<file path="config.mk">
export PLATFORM = sky130hd
export DESIGN_NAME = jtd_tap
export DESIGN_NICKNAME = d
export VERILOG_FILES = /design/src/verilog/jtd_pkg.sv /design/src/verilog/jtd_shift_reg.sv /design/src/verilog/jtd_tap.sv
export VERILOG_INCLUDE_DIRS = /design/src /design/src/verilog
export SDC_FILE = /design/constraint.sdc
export NUM_CORES = 1
export LEC_CHECK = 0
export BUFFER_PORTS_ARGS = -buffer_cell sky130_fd_sc_hd__buf_2
export CAP_MARGIN = 5
export CORE_ASPECT_RATIO = 0.8
export CORE_UTILIZATION = 30
export DETAILED_ROUTE_END_ITERATION = 7
export PLACE_DENSITY = 0.58
export SLEW_MARGIN = 10
export SYNTH_ARGS = -nofsm -noshare
export SYNTH_HDL_FRONTEND = slang
export SYNTH_HIERARCHICAL = 1
export SYNTH_SLANG_ARGS = --single-unit
</file>
<file path="constraint.sdc">
create_clock -name clk -period 10.4 [get_ports clk]
set_clock_uncertainty 0.2 [all_clocks]
set_input_delay 2.08 -clock clk [delete_from_list [all_inputs] [get_ports clk]]
set_output_delay 2.08 -clock clk [all_outputs]
set_load 0.02 [all_outputs]
</file>
<file path="src/verilog/jtd_cfg.svh">
// constants of the test access port: instruction codes, widths and pin sampling
//
// Function
// The port uses exactly four pins (test clock, mode select, data in, data out), driven and sampled by the host.
// Instruction and data register access follows the standard sixteen-state controller and its shift operations.
// The instruction register is 16 bits wide, resets to zero and selects the register between data in and data out.
// Three scan registers (boundary, identification, bypass) and four flash access registers are provided.
// Code 0x0000 selects the boundary register with control and observation of the pins.
// Code 0x0002 selects the boundary register for observing pins and presetting latches without driving.
// Code 0x0004 selects the identification register.
// Code 0xffff selects the one-stage bypass register.
// Code 0x0082 selects the flash control register that steers how flash data accesses behave.
// Code 0x0083 selects the flash data register whose accesses read and write the flash.
// Code 0x0084 selects the flash address register that holds the target of every flash operation.
// Code 0x0085 selects the flash scale register for the one-shot timer and read-always enable.
// The boundary register is a 134-bit shift register covering all pins, bus and pull-up enable.
// While the external-test instruction is active every input to core logic is forced to one.
// The identification instruction reaches a 32-bit identification register.
// Flash commands carry an operation in bits 19:18 (0x poll, 10 read, 11 write) and data in bits 17:0.
// Any undefined instruction code selects the bypass register.
`ifndef JTD_CFG_SVH
`define JTD_CFG_SVH

// ------------------------------------------------------------
// instruction codes
// ------------------------------------------------------------
`define JTD_IR_W          16
`define JTD_IR_RESET      16'h0000
`define JTD_IR_CAPTURE    16'h0001
`define JTD_IR_EXTEST     16'h0000
`define JTD_IR_SAMPLE     16'h0002
`define JTD_IR_IDCODE     16'h0004
`define JTD_IR_BYPASS     16'hffff
`define JTD_IR_FL_CTL     16'h0082
`define JTD_IR_FL_DAT     16'h0083
`define JTD_IR_FL_ADR     16'h0084
`define JTD_IR_FL_SCL     16'h0085

// ------------------------------------------------------------
// data register layout
// ------------------------------------------------------------
`define JTD_BSR_W         134
`define JTD_ID_W          32
// arbitrary neutral identification value
`define JTD_ID_VALUE      32'h0000_0001
`define JTD_IND_W         20
`define JTD_IND_DATA_W    18
`define JTD_OP_HI         19
`define JTD_OP_LO         18
`define JTD_OP_READ       2'h2
`define JTD_OP_WRITE      2'h3

// ------------------------------------------------------------
// pin sampling
// ------------------------------------------------------------
`define JTD_SYNC_STAGES   3

`endif

</file>
<file path="src/verilog/jtd_pkg.sv">
// types shared by the test access port design
package jtd_pkg;

    typedef enum logic [3:0] {
        TLR  = 4'h0,
        RTI  = 4'h1,
        SDRS = 4'h2,
        CDR  = 4'h3,
        SDR  = 4'h4,
        E1DR = 4'h5,
        PDR  = 4'h6,
        E2DR = 4'h7,
        UDR  = 4'h8,
        SIRS = 4'h9,
        CIR  = 4'ha,
        SIR  = 4'hb,
        E1IR = 4'hc,
        PIR  = 4'hd,
        E2IR = 4'he,
        UIR  = 4'hf
    } jtd_state_t;

    typedef struct packed {
        logic        valid;
        logic        write;
        logic [17:0] wdata;
    } jtd_flash_req_t;

    typedef struct packed {
        logic [17:0] control;
        logic [17:0] address;
        logic [17:0] scale;
    } jtd_flash_regs_t;

endpackage

</file>
<file path="src/verilog/jtd_shift_reg.sv">
// capture-and-shift stage clocked by detected test clock rising edges
module jtd_shift_reg #(
    parameter int W = 8
) (
    // clock and reset
    input  wire logic         clk,
    input  wire logic         rst,
    // control
    input  wire logic         tck_rise,
    input  wire logic         capture,
    input  wire logic         shift,
    input  wire logic         serial_in,
    input  wire logic [W-1:0] capture_value,
    // result
    output logic      [W-1:0] value,
    output logic              serial_out
);

    logic [W-1:0] shifted;

    generate
        if (W == 1) begin : g_one
            assign shifted = serial_in;
        end else begin : g_many
            assign shifted = {serial_in, value[W-1:1]};
        end
    endgenerate

    assign serial_out = value[0];

    always_ff @(posedge clk or posedge rst) begin
        if (rst) begin
            value <= '0;
        end else if (tck_rise && capture) begin
            value <= capture_value;
        end else if (tck_rise && shift) begin
            value <= shifted;
        end
    end

endmodule

</file>
<file path="src/verilog/jtd_tap.sv">
// test access port: controller, instruction decode and data registers
`include "jtd_cfg.svh"

module jtd_tap (
    // clock and reset
    input  wire logic                           clk,
    input  wire logic                           rst,
    // link pins
    input  wire logic                           tck,
    input  wire logic                           tms,
    input  wire logic                           tdi,
    output logic                                tdo,
    output logic                                tdo_oe,
    // boundary cells
    input  wire logic [`JTD_BSR_W-1:0]          bsr_capture,
    output logic      [`JTD_BSR_W-1:0]          bsr_update,
    output logic                                pins_driven,
    output logic                                core_inputs_forced,
    // flash side
    input  wire logic [`JTD_IND_DATA_W-1:0]     flash_rdata,
    input  wire logic                           flash_busy,
    output jtd_pkg::jtd_flash_req_t             flash_req,
    output jtd_pkg::jtd_flash_regs_t            flash_regs,
    // status
    output logic      [`JTD_IR_W-1:0]           tap_instruction
);

    // ------------------------------------------------------------
    // pin synchronisers
    // ------------------------------------------------------------
    // three input pins sampled (clock, mode, data in)
    logic [2:0] pin_raw;
    logic [2:0] s1;
    logic [2:0] s2;
    logic [2:0] s3;
    logic [2:0] filt;
    logic [2:0] next_filt;

    assign pin_raw = {tdi, tms, tck};

    genvar gi;
    generate
        for (gi = 0; gi < 3; gi++) begin : g_sync
            // a level counts only once stages two and three agree
            assign next_filt[gi] = (s2[gi] == s3[gi]) ? s3[gi] : filt[gi];
            always_ff @(posedge clk or posedge rst) begin
                if (rst) begin
                    s1[gi]   <= 1'b0;
                    s2[gi]   <= 1'b0;
                    s3[gi]   <= 1'b0;
                    filt[gi] <= 1'b0;
                end else begin
                    s1[gi]   <= pin_raw[gi];
                    s2[gi]   <= s1[gi];
                    s3[gi]   <= s2[gi];
                    filt[gi] <= next_filt[gi];
                end
            end
        end
    endgenerate

    wire tck_rise = next_filt[0] & ~filt[0];
    wire tck_fall = ~next_filt[0] & filt[0];
    wire tms_s    = next_filt[1];
    wire tdi_s    = next_filt[2];

    // ------------------------------------------------------------
    // controller
    // ------------------------------------------------------------
    jtd_pkg::jtd_state_t state;
    jtd_pkg::jtd_state_t next_state;

    // standard state sequence
    always_comb begin
        case (state)
            jtd_pkg::TLR:  next_state = tms_s ? jtd_pkg::TLR  : jtd_pkg::RTI;
            jtd_pkg::RTI:  next_state = tms_s ? jtd_pkg::SDRS : jtd_pkg::RTI;
            jtd_pkg::SDRS: next_state = tms_s ? jtd_pkg::SIRS : jtd_pkg::CDR;
            jtd_pkg::CDR:  next_state = tms_s ? jtd_pkg::E1DR : jtd_pkg::SDR;
            jtd_pkg::SDR:  next_state = tms_s ? jtd_pkg::E1DR : jtd_pkg::SDR;
            jtd_pkg::E1DR: next_state = tms_s ? jtd_pkg::UDR  : jtd_pkg::PDR;
            jtd_pkg::PDR:  next_state = tms_s ? jtd_pkg::E2DR : jtd_pkg::PDR;
            jtd_pkg::E2DR: next_state = tms_s ? jtd_pkg::UDR  : jtd_pkg::SDR;
            jtd_pkg::UDR:  next_state = tms_s ? jtd_pkg::SDRS : jtd_pkg::RTI;
            jtd_pkg::SIRS: next_state = tms_s ? jtd_pkg::TLR  : jtd_pkg::CIR;
            jtd_pkg::CIR:  next_state = tms_s ? jtd_pkg::E1IR : jtd_pkg::SIR;
            jtd_pkg::SIR:  next_state = tms_s ? jtd_pkg::E1IR : jtd_pkg::SIR;
            jtd_pkg::E1IR: next_state = tms_s ? jtd_pkg::UIR  : jtd_pkg::PIR;
            jtd_pkg::PIR:  next_state = tms_s ? jtd_pkg::E2IR : jtd_pkg::PIR;
            jtd_pkg::E2IR: next_state = tms_s ? jtd_pkg::UIR  : jtd_pkg::SIR;
            jtd_pkg::UIR:  next_state = tms_s ? jtd_pkg::SDRS : jtd_pkg::RTI;
            default:       next_state = jtd_pkg::TLR;
        endcase
    end

    always_ff @(posedge clk or posedge rst) begin
        if (rst) begin
            state <= jtd_pkg::TLR;
        end else if (tck_rise) begin
            state <= next_state;
        end
    end

    wire in_cdr  = (state == jtd_pkg::CDR);
    wire in_sdr  = (state == jtd_pkg::SDR);
    wire in_cir  = (state == jtd_pkg::CIR);
    wire in_sir  = (state == jtd_pkg::SIR);
    wire upd_dr  = tck_fall && (state == jtd_pkg::UDR);
    wire upd_ir  = tck_fall && (state == jtd_pkg::UIR);

    // ------------------------------------------------------------
    // instruction register and decode
    // ------------------------------------------------------------
    logic [`JTD_IR_W-1:0] ir_shift;
    logic                 ir_out;

    jtd_shift_reg #(.W(`JTD_IR_W)) u_ir (
        .clk           (clk),
        .rst           (rst),
        .tck_rise      (tck_rise),
        .capture       (in_cir),
        .shift         (in_sir),
        .serial_in     (tdi_s),
        .capture_value (`JTD_IR_CAPTURE),
        .value         (ir_shift),
        .serial_out    (ir_out)
    );

    // reset and test-logic-reset both clear the instruction
    always_ff @(posedge clk or posedge rst) begin
        if (rst) begin
            tap_instruction <= `JTD_IR_RESET;
        end else if (tck_fall && (state == jtd_pkg::TLR)) begin
            tap_instruction <= `JTD_IR_RESET;
        end else if (upd_ir) begin
            tap_instruction <= ir_shift;
        end
    end

    // external test
    wire sel_extest = (tap_instruction == `JTD_IR_EXTEST);
    // sample / preload
    wire sel_sample = (tap_instruction == `JTD_IR_SAMPLE);
    // identification
    wire sel_id     = (tap_instruction == `JTD_IR_IDCODE);
    // flash control
    wire sel_fctl   = (tap_instruction == `JTD_IR_FL_CTL);
    // flash data
    wire sel_fdat   = (tap_instruction == `JTD_IR_FL_DAT);
    // flash address
    wire sel_fadr   = (tap_instruction == `JTD_IR_FL_ADR);
    // flash scale
    wire sel_fscl   = (tap_instruction == `JTD_IR_FL_SCL);
    wire sel_bsr    = sel_extest | sel_sample;
    wire sel_ind    = sel_fctl | sel_fdat | sel_fadr | sel_fscl;
    // bypass for its own code and every undefined one
    wire sel_byp    = ~(sel_bsr | sel_id | sel_ind);

    // ------------------------------------------------------------
    // data registers
    // ------------------------------------------------------------
    logic [`JTD_BSR_W-1:0] bsr_value;
    logic [`JTD_ID_W-1:0]  id_value;
    logic [`JTD_IND_W-1:0] ind_value;
    logic [`JTD_IND_W-1:0] ind_capture;
    logic                  byp_value;
    logic                  bsr_out;
    logic                  id_out;
    logic                  ind_out;
    logic                  byp_out;

    // 134-bit boundary register
    jtd_shift_reg #(.W(`JTD_BSR_W)) u_bsr (
        .clk           (clk),
        .rst           (rst),
        .tck_rise      (tck_rise),
        .capture       (in_cdr & sel_bsr),
        .shift         (in_sdr & sel_bsr),
        .serial_in     (tdi_s),
        .capture_value (bsr_capture),
        .value         (bsr_value),
        .serial_out    (bsr_out)
    );

    // 32-bit identification register
    jtd_shift_reg #(.W(`JTD_ID_W)) u_id (
        .clk           (clk),
        .rst           (rst),
        .tck_rise      (tck_rise),
        .capture       (in_cdr & sel_id),
        .shift         (in_sdr & sel_id),
        .serial_in     (tdi_s),
        .capture_value (`JTD_ID_VALUE),
        .value         (id_value),
        .serial_out    (id_out)
    );

    jtd_shift_reg #(.W(1)) u_byp (
        .clk           (clk),
        .rst           (rst),
        .tck_rise      (tck_rise),
        .capture       (in_cdr & sel_byp),
        .shift         (in_sdr & sel_byp),
        .serial_in     (tdi_s),
        .capture_value (1'b0),
        .value         (byp_value),
        .serial_out    (byp_out)
    );

    // one shared stage serves all four flash registers; only one is selected at a time
    jtd_shift_reg #(.W(`JTD_IND_W)) u_ind (
        .clk           (clk),
        .rst           (rst),
        .tck_rise      (tck_rise),
        .capture       (in_cdr & sel_ind),
        .shift         (in_sdr & sel_ind),
        .serial_in     (tdi_s),
        .capture_value (ind_capture),
        .value         (ind_value),
        .serial_out    (ind_out)
    );

    // data capture returns busy in the top bit so the host can poll
    assign ind_capture = sel_fctl ? {2'b00, flash_regs.control} :
                         sel_fadr ? {2'b00, flash_regs.address} :
                         sel_fscl ? {2'b00, flash_regs.scale}   :
                                    {flash_busy, 1'b0, flash_rdata};

    // ------------------------------------------------------------
    // boundary update and core forcing
    // ------------------------------------------------------------
    always_ff @(posedge clk or posedge rst) begin
        if (rst) begin
            bsr_update <= '0;
        end else if (upd_dr && sel_bsr) begin
            bsr_update <= bsr_value;
        end
    end

    // only external test drives pins; sample just preloads
    assign pins_driven        = sel_extest;
    // core inputs held at one during external test
    assign core_inputs_forced = sel_extest;

    // ------------------------------------------------------------
    // flash command decode
    // ------------------------------------------------------------
    // operation field and write data
    wire [1:0]                  ind_op    = ind_value[`JTD_OP_HI:`JTD_OP_LO];
    wire [`JTD_IND_DATA_W-1:0]  ind_wdata = ind_value[`JTD_IND_DATA_W-1:0];
    wire                        op_write  = (ind_op == `JTD_OP_WRITE);
    wire                        op_read   = (ind_op == `JTD_OP_READ);
    wire                        ind_upd   = upd_dr && sel_ind;

    // holding registers loaded by write commands
    always_ff @(posedge clk or posedge rst) begin
        if (rst) begin
            flash_regs <= '0;
        end else if (ind_upd && op_write) begin
            if (sel_fctl) begin
                flash_regs.control <= ind_wdata;
            end
            if (sel_fadr) begin
                flash_regs.address <= ind_wdata;
            end
            if (sel_fscl) begin
                flash_regs.scale <= ind_wdata;
            end
        end
    end

    // data register read or write launches a one-cycle flash request
    always_ff @(posedge clk or posedge rst) begin
        if (rst) begin
            flash_req <= '0;
        end else begin
            flash_req.valid <= ind_upd && sel_fdat && (op_read || op_write);
            if (ind_upd && sel_fdat) begin
                flash_req.write <= op_write;
                flash_req.wdata <= ind_wdata;
            end
        end
    end

    // ------------------------------------------------------------
    // data out, changed on falling test clock
    // ------------------------------------------------------------
    wire dr_out = sel_bsr ? bsr_out :
                  sel_id  ? id_out  :
                  sel_ind ? ind_out : byp_out;

    // output valid only while shifting
    always_ff @(posedge clk or posedge rst) begin
        if (rst) begin
            tdo    <= 1'b0;
            tdo_oe <= 1'b0;
        end else if (tck_fall) begin
            tdo    <= in_sir ? ir_out : dr_out;
            tdo_oe <= in_sir | in_sdr;
        end
    end

endmodule

</file>
==> results.ini <==
[run_status]
status = complete, no violations

[floorplan]
start_util_pct = 30.5
die-area_um2 = 65100
die_h_um = 228
num_io_pins = 386
die_x_um = 285
core_area_um2 = 63000
rows = 82

[grt]
overflow = 0
grt_usage_pct = 18.0
grt_pass1_wl_mm = 93.2
grt_max_degree = 158
antenna_found_initial = 15
grt_pass1_vias = 15440

[power_and_ir_drop]
cellLeakagePower_nw = 11.1
p_sw_mw = 1.17
p_per_area_nw_per_um2 = 183
pwr-share-clk_pct = 43.5
p_sw_share_pct = 27.3
vdd_drop_max_mv = 0.114
power.internal_mw = 3.12
p_comb_share_pct = 11.3
seq_power_share_pct = 45.2

[placement]
port_buffers = 385
placed_area_um2 = 21800
dp_hpwl_mm = 38.2
gp_congestion = 0.820

[detailed_routing]
drt_first_iter_violations = 1383
routed_wirelength_mm = 59.5
drc_errors = 0
viasPerCell = 5.21
first_pass_iters = 6
antenna_left = 0
wl_per_cell_um = 20.3
vias = 15254

[run]
maxCapViolCount = 0

[timing]
setup_viol_count_final = 0
fin_crit_ns = 5.34
max-slew-margin-rel_pct = 24.7
hold_viol_final = 0
tns_ns = 0
worstMarginPinSlew_ns = 1.13
final.period_utilization_pct = 51.4
rsz0062_at_grt = no
maxSlewViolCount = 0
fmax_ghz = 0.187
holdWs_ns = 0.155

[cts]
ctsRootBufferMaster = clkbuf_16
cts_resized = 0
cts_hold_buf = 0
clkLatencyLatePin_ns = 0.60
clock_path_buffers = 3
cts_buffers = 50
cts_tree = built
cts_setup_buffers = 0
clock-sinks = 445
htree_num_levels = 2
cts.clk_slew.worst_paths_ns = 0.06

[yosys]
synth_area_per_cell_um2 = 11.5
synth_area_um2 = 19200
syn_inst = 1675
synth_warnings = 6

[worst_setup_path]
critical_path_arrival_ns = 3.06
r2r_cells = 7
cp_max_fo = 7
startpoint_type = flip-flop
crit_type = reg2out
required_ns = 8.12
critPathCaptureType = output port

[finish]
final_cell_area_um2 = 23500
drive_gt1_share_pct = 32.1
finalNetCount = 2201
area_growth_pct = 22.4

[worst_hold_path]
hp-class = reg2reg
whs_path_depth = 0

==> critical path, stage by stage (launching register included) <==
cell and delay [ns]:
dfrtp_1 0.44, nor4_4 0.42, nand4_1 0.31, or4_1 0.75, nor2_1 0.33, buf_2 0.22
==> registers in the layout, indices dropped and copies added (netlist names) <==
signal	cells
bsr_update	134
u_bsr/value	134
flash_regs	54
u_id/value	32
flash_req	20
u_ind/value	20
tap_instruction	16
u_ir/value	16
state	4
filt	3
s1	3
s2	3
s3	3
tdo	1
tdo_oe	1
u_byp/serial_out	1
==> layout make-up <==
cell class / count / area, um^2
fill: 6226 / 39500
sequential: 445 / 11100
multi-input combinational: 1126 / 7420
timing repair buffer: 405 / 2090
clock buffer: 70 / 1450
tap: 840 / 1050
clock inverter: 20 / 282
inverter: 15 / 76.3
antenna: 6 / 15.0
==> final timing paths <==
path / slack (ns) / end / start
min: 0.15 / s2[0] / s1[0]
max: 5.06 / core_inputs_forced / tap_instruction[14]
min reg2reg: 0.15 / s2[0] / s1[0]
max reg2reg: 5.66 / bsr_update[73] / tap_instruction[14]
min in group asynchronous: 1.28 / u_byp/serial_out / rst
max in group asynchronous: 7.00 / u_bsr/value[87] / rst
==> power by group through the flow <==
stage	logic [mW]	clock network [mW]	registers [mW]
CTS	0.491	1.92	1.94
global placement	0.480	0	1.96
detailed placement	0.490	0	1.97
finish	0.487	1.87	1.94
floorplan	0.301	0	1.97
global route	0.542	1.99	1.96
==> through the flow <==
| stage | instances | worst slack [ns] | total power [mW] | util (%) |
|---|---|---|---|---|
| floorplan | 1723 | 1.48 | 2.27 | - |
| global placement | 2831 | 5.70 | 2.44 | 34.6 |
| detailed placement | 2831 | 5.68 | 2.46 | 34.6 |
| CTS | 2921 | 5.00 | 4.35 | 37.3 |
| global route | 2923 | 4.93 | 4.49 | 37.3 |
| finish | 2927 | 5.06 | 4.30 | 37.3 |
==> cell usage in the layout, fill, tap and decap left out, types with 4 or more instances in the layout <==
cell         n
a21oi_1    222
a221o_1     17
buf_2      385
buf_4       19
bufinv_16    6
clkbuf_1     9
clkbuf_16   51
clkbuf_8    10
clkinv_2     8
conb_1      50
dfrtp_1    445
diode_2      6
inv_1       10
mux2_1      50
mux2_2     147
mux2_4      10
nand2_1     50
nand2_2      4
nand2b_1     8
nand3_1     22
nand4_1      9
nor2_1     131
nor2b_1      5
nor3_1       8
nor4bb_1     4
o21ai_0     40
o22ai_1    296
==> routing by layer <==
metal / vias up / share of wire (%) / GRT usage (%)
met3: 98 / 7.8 / 5.30
met5: - / 0.20 / 0
met4: 18 / 2.0 / 4.51
met1: 7657 / 44 / 24.6
li1: 6975 / - / -
met2: 506 / 46 / 28.1
(Power assumes the default switching activity.)
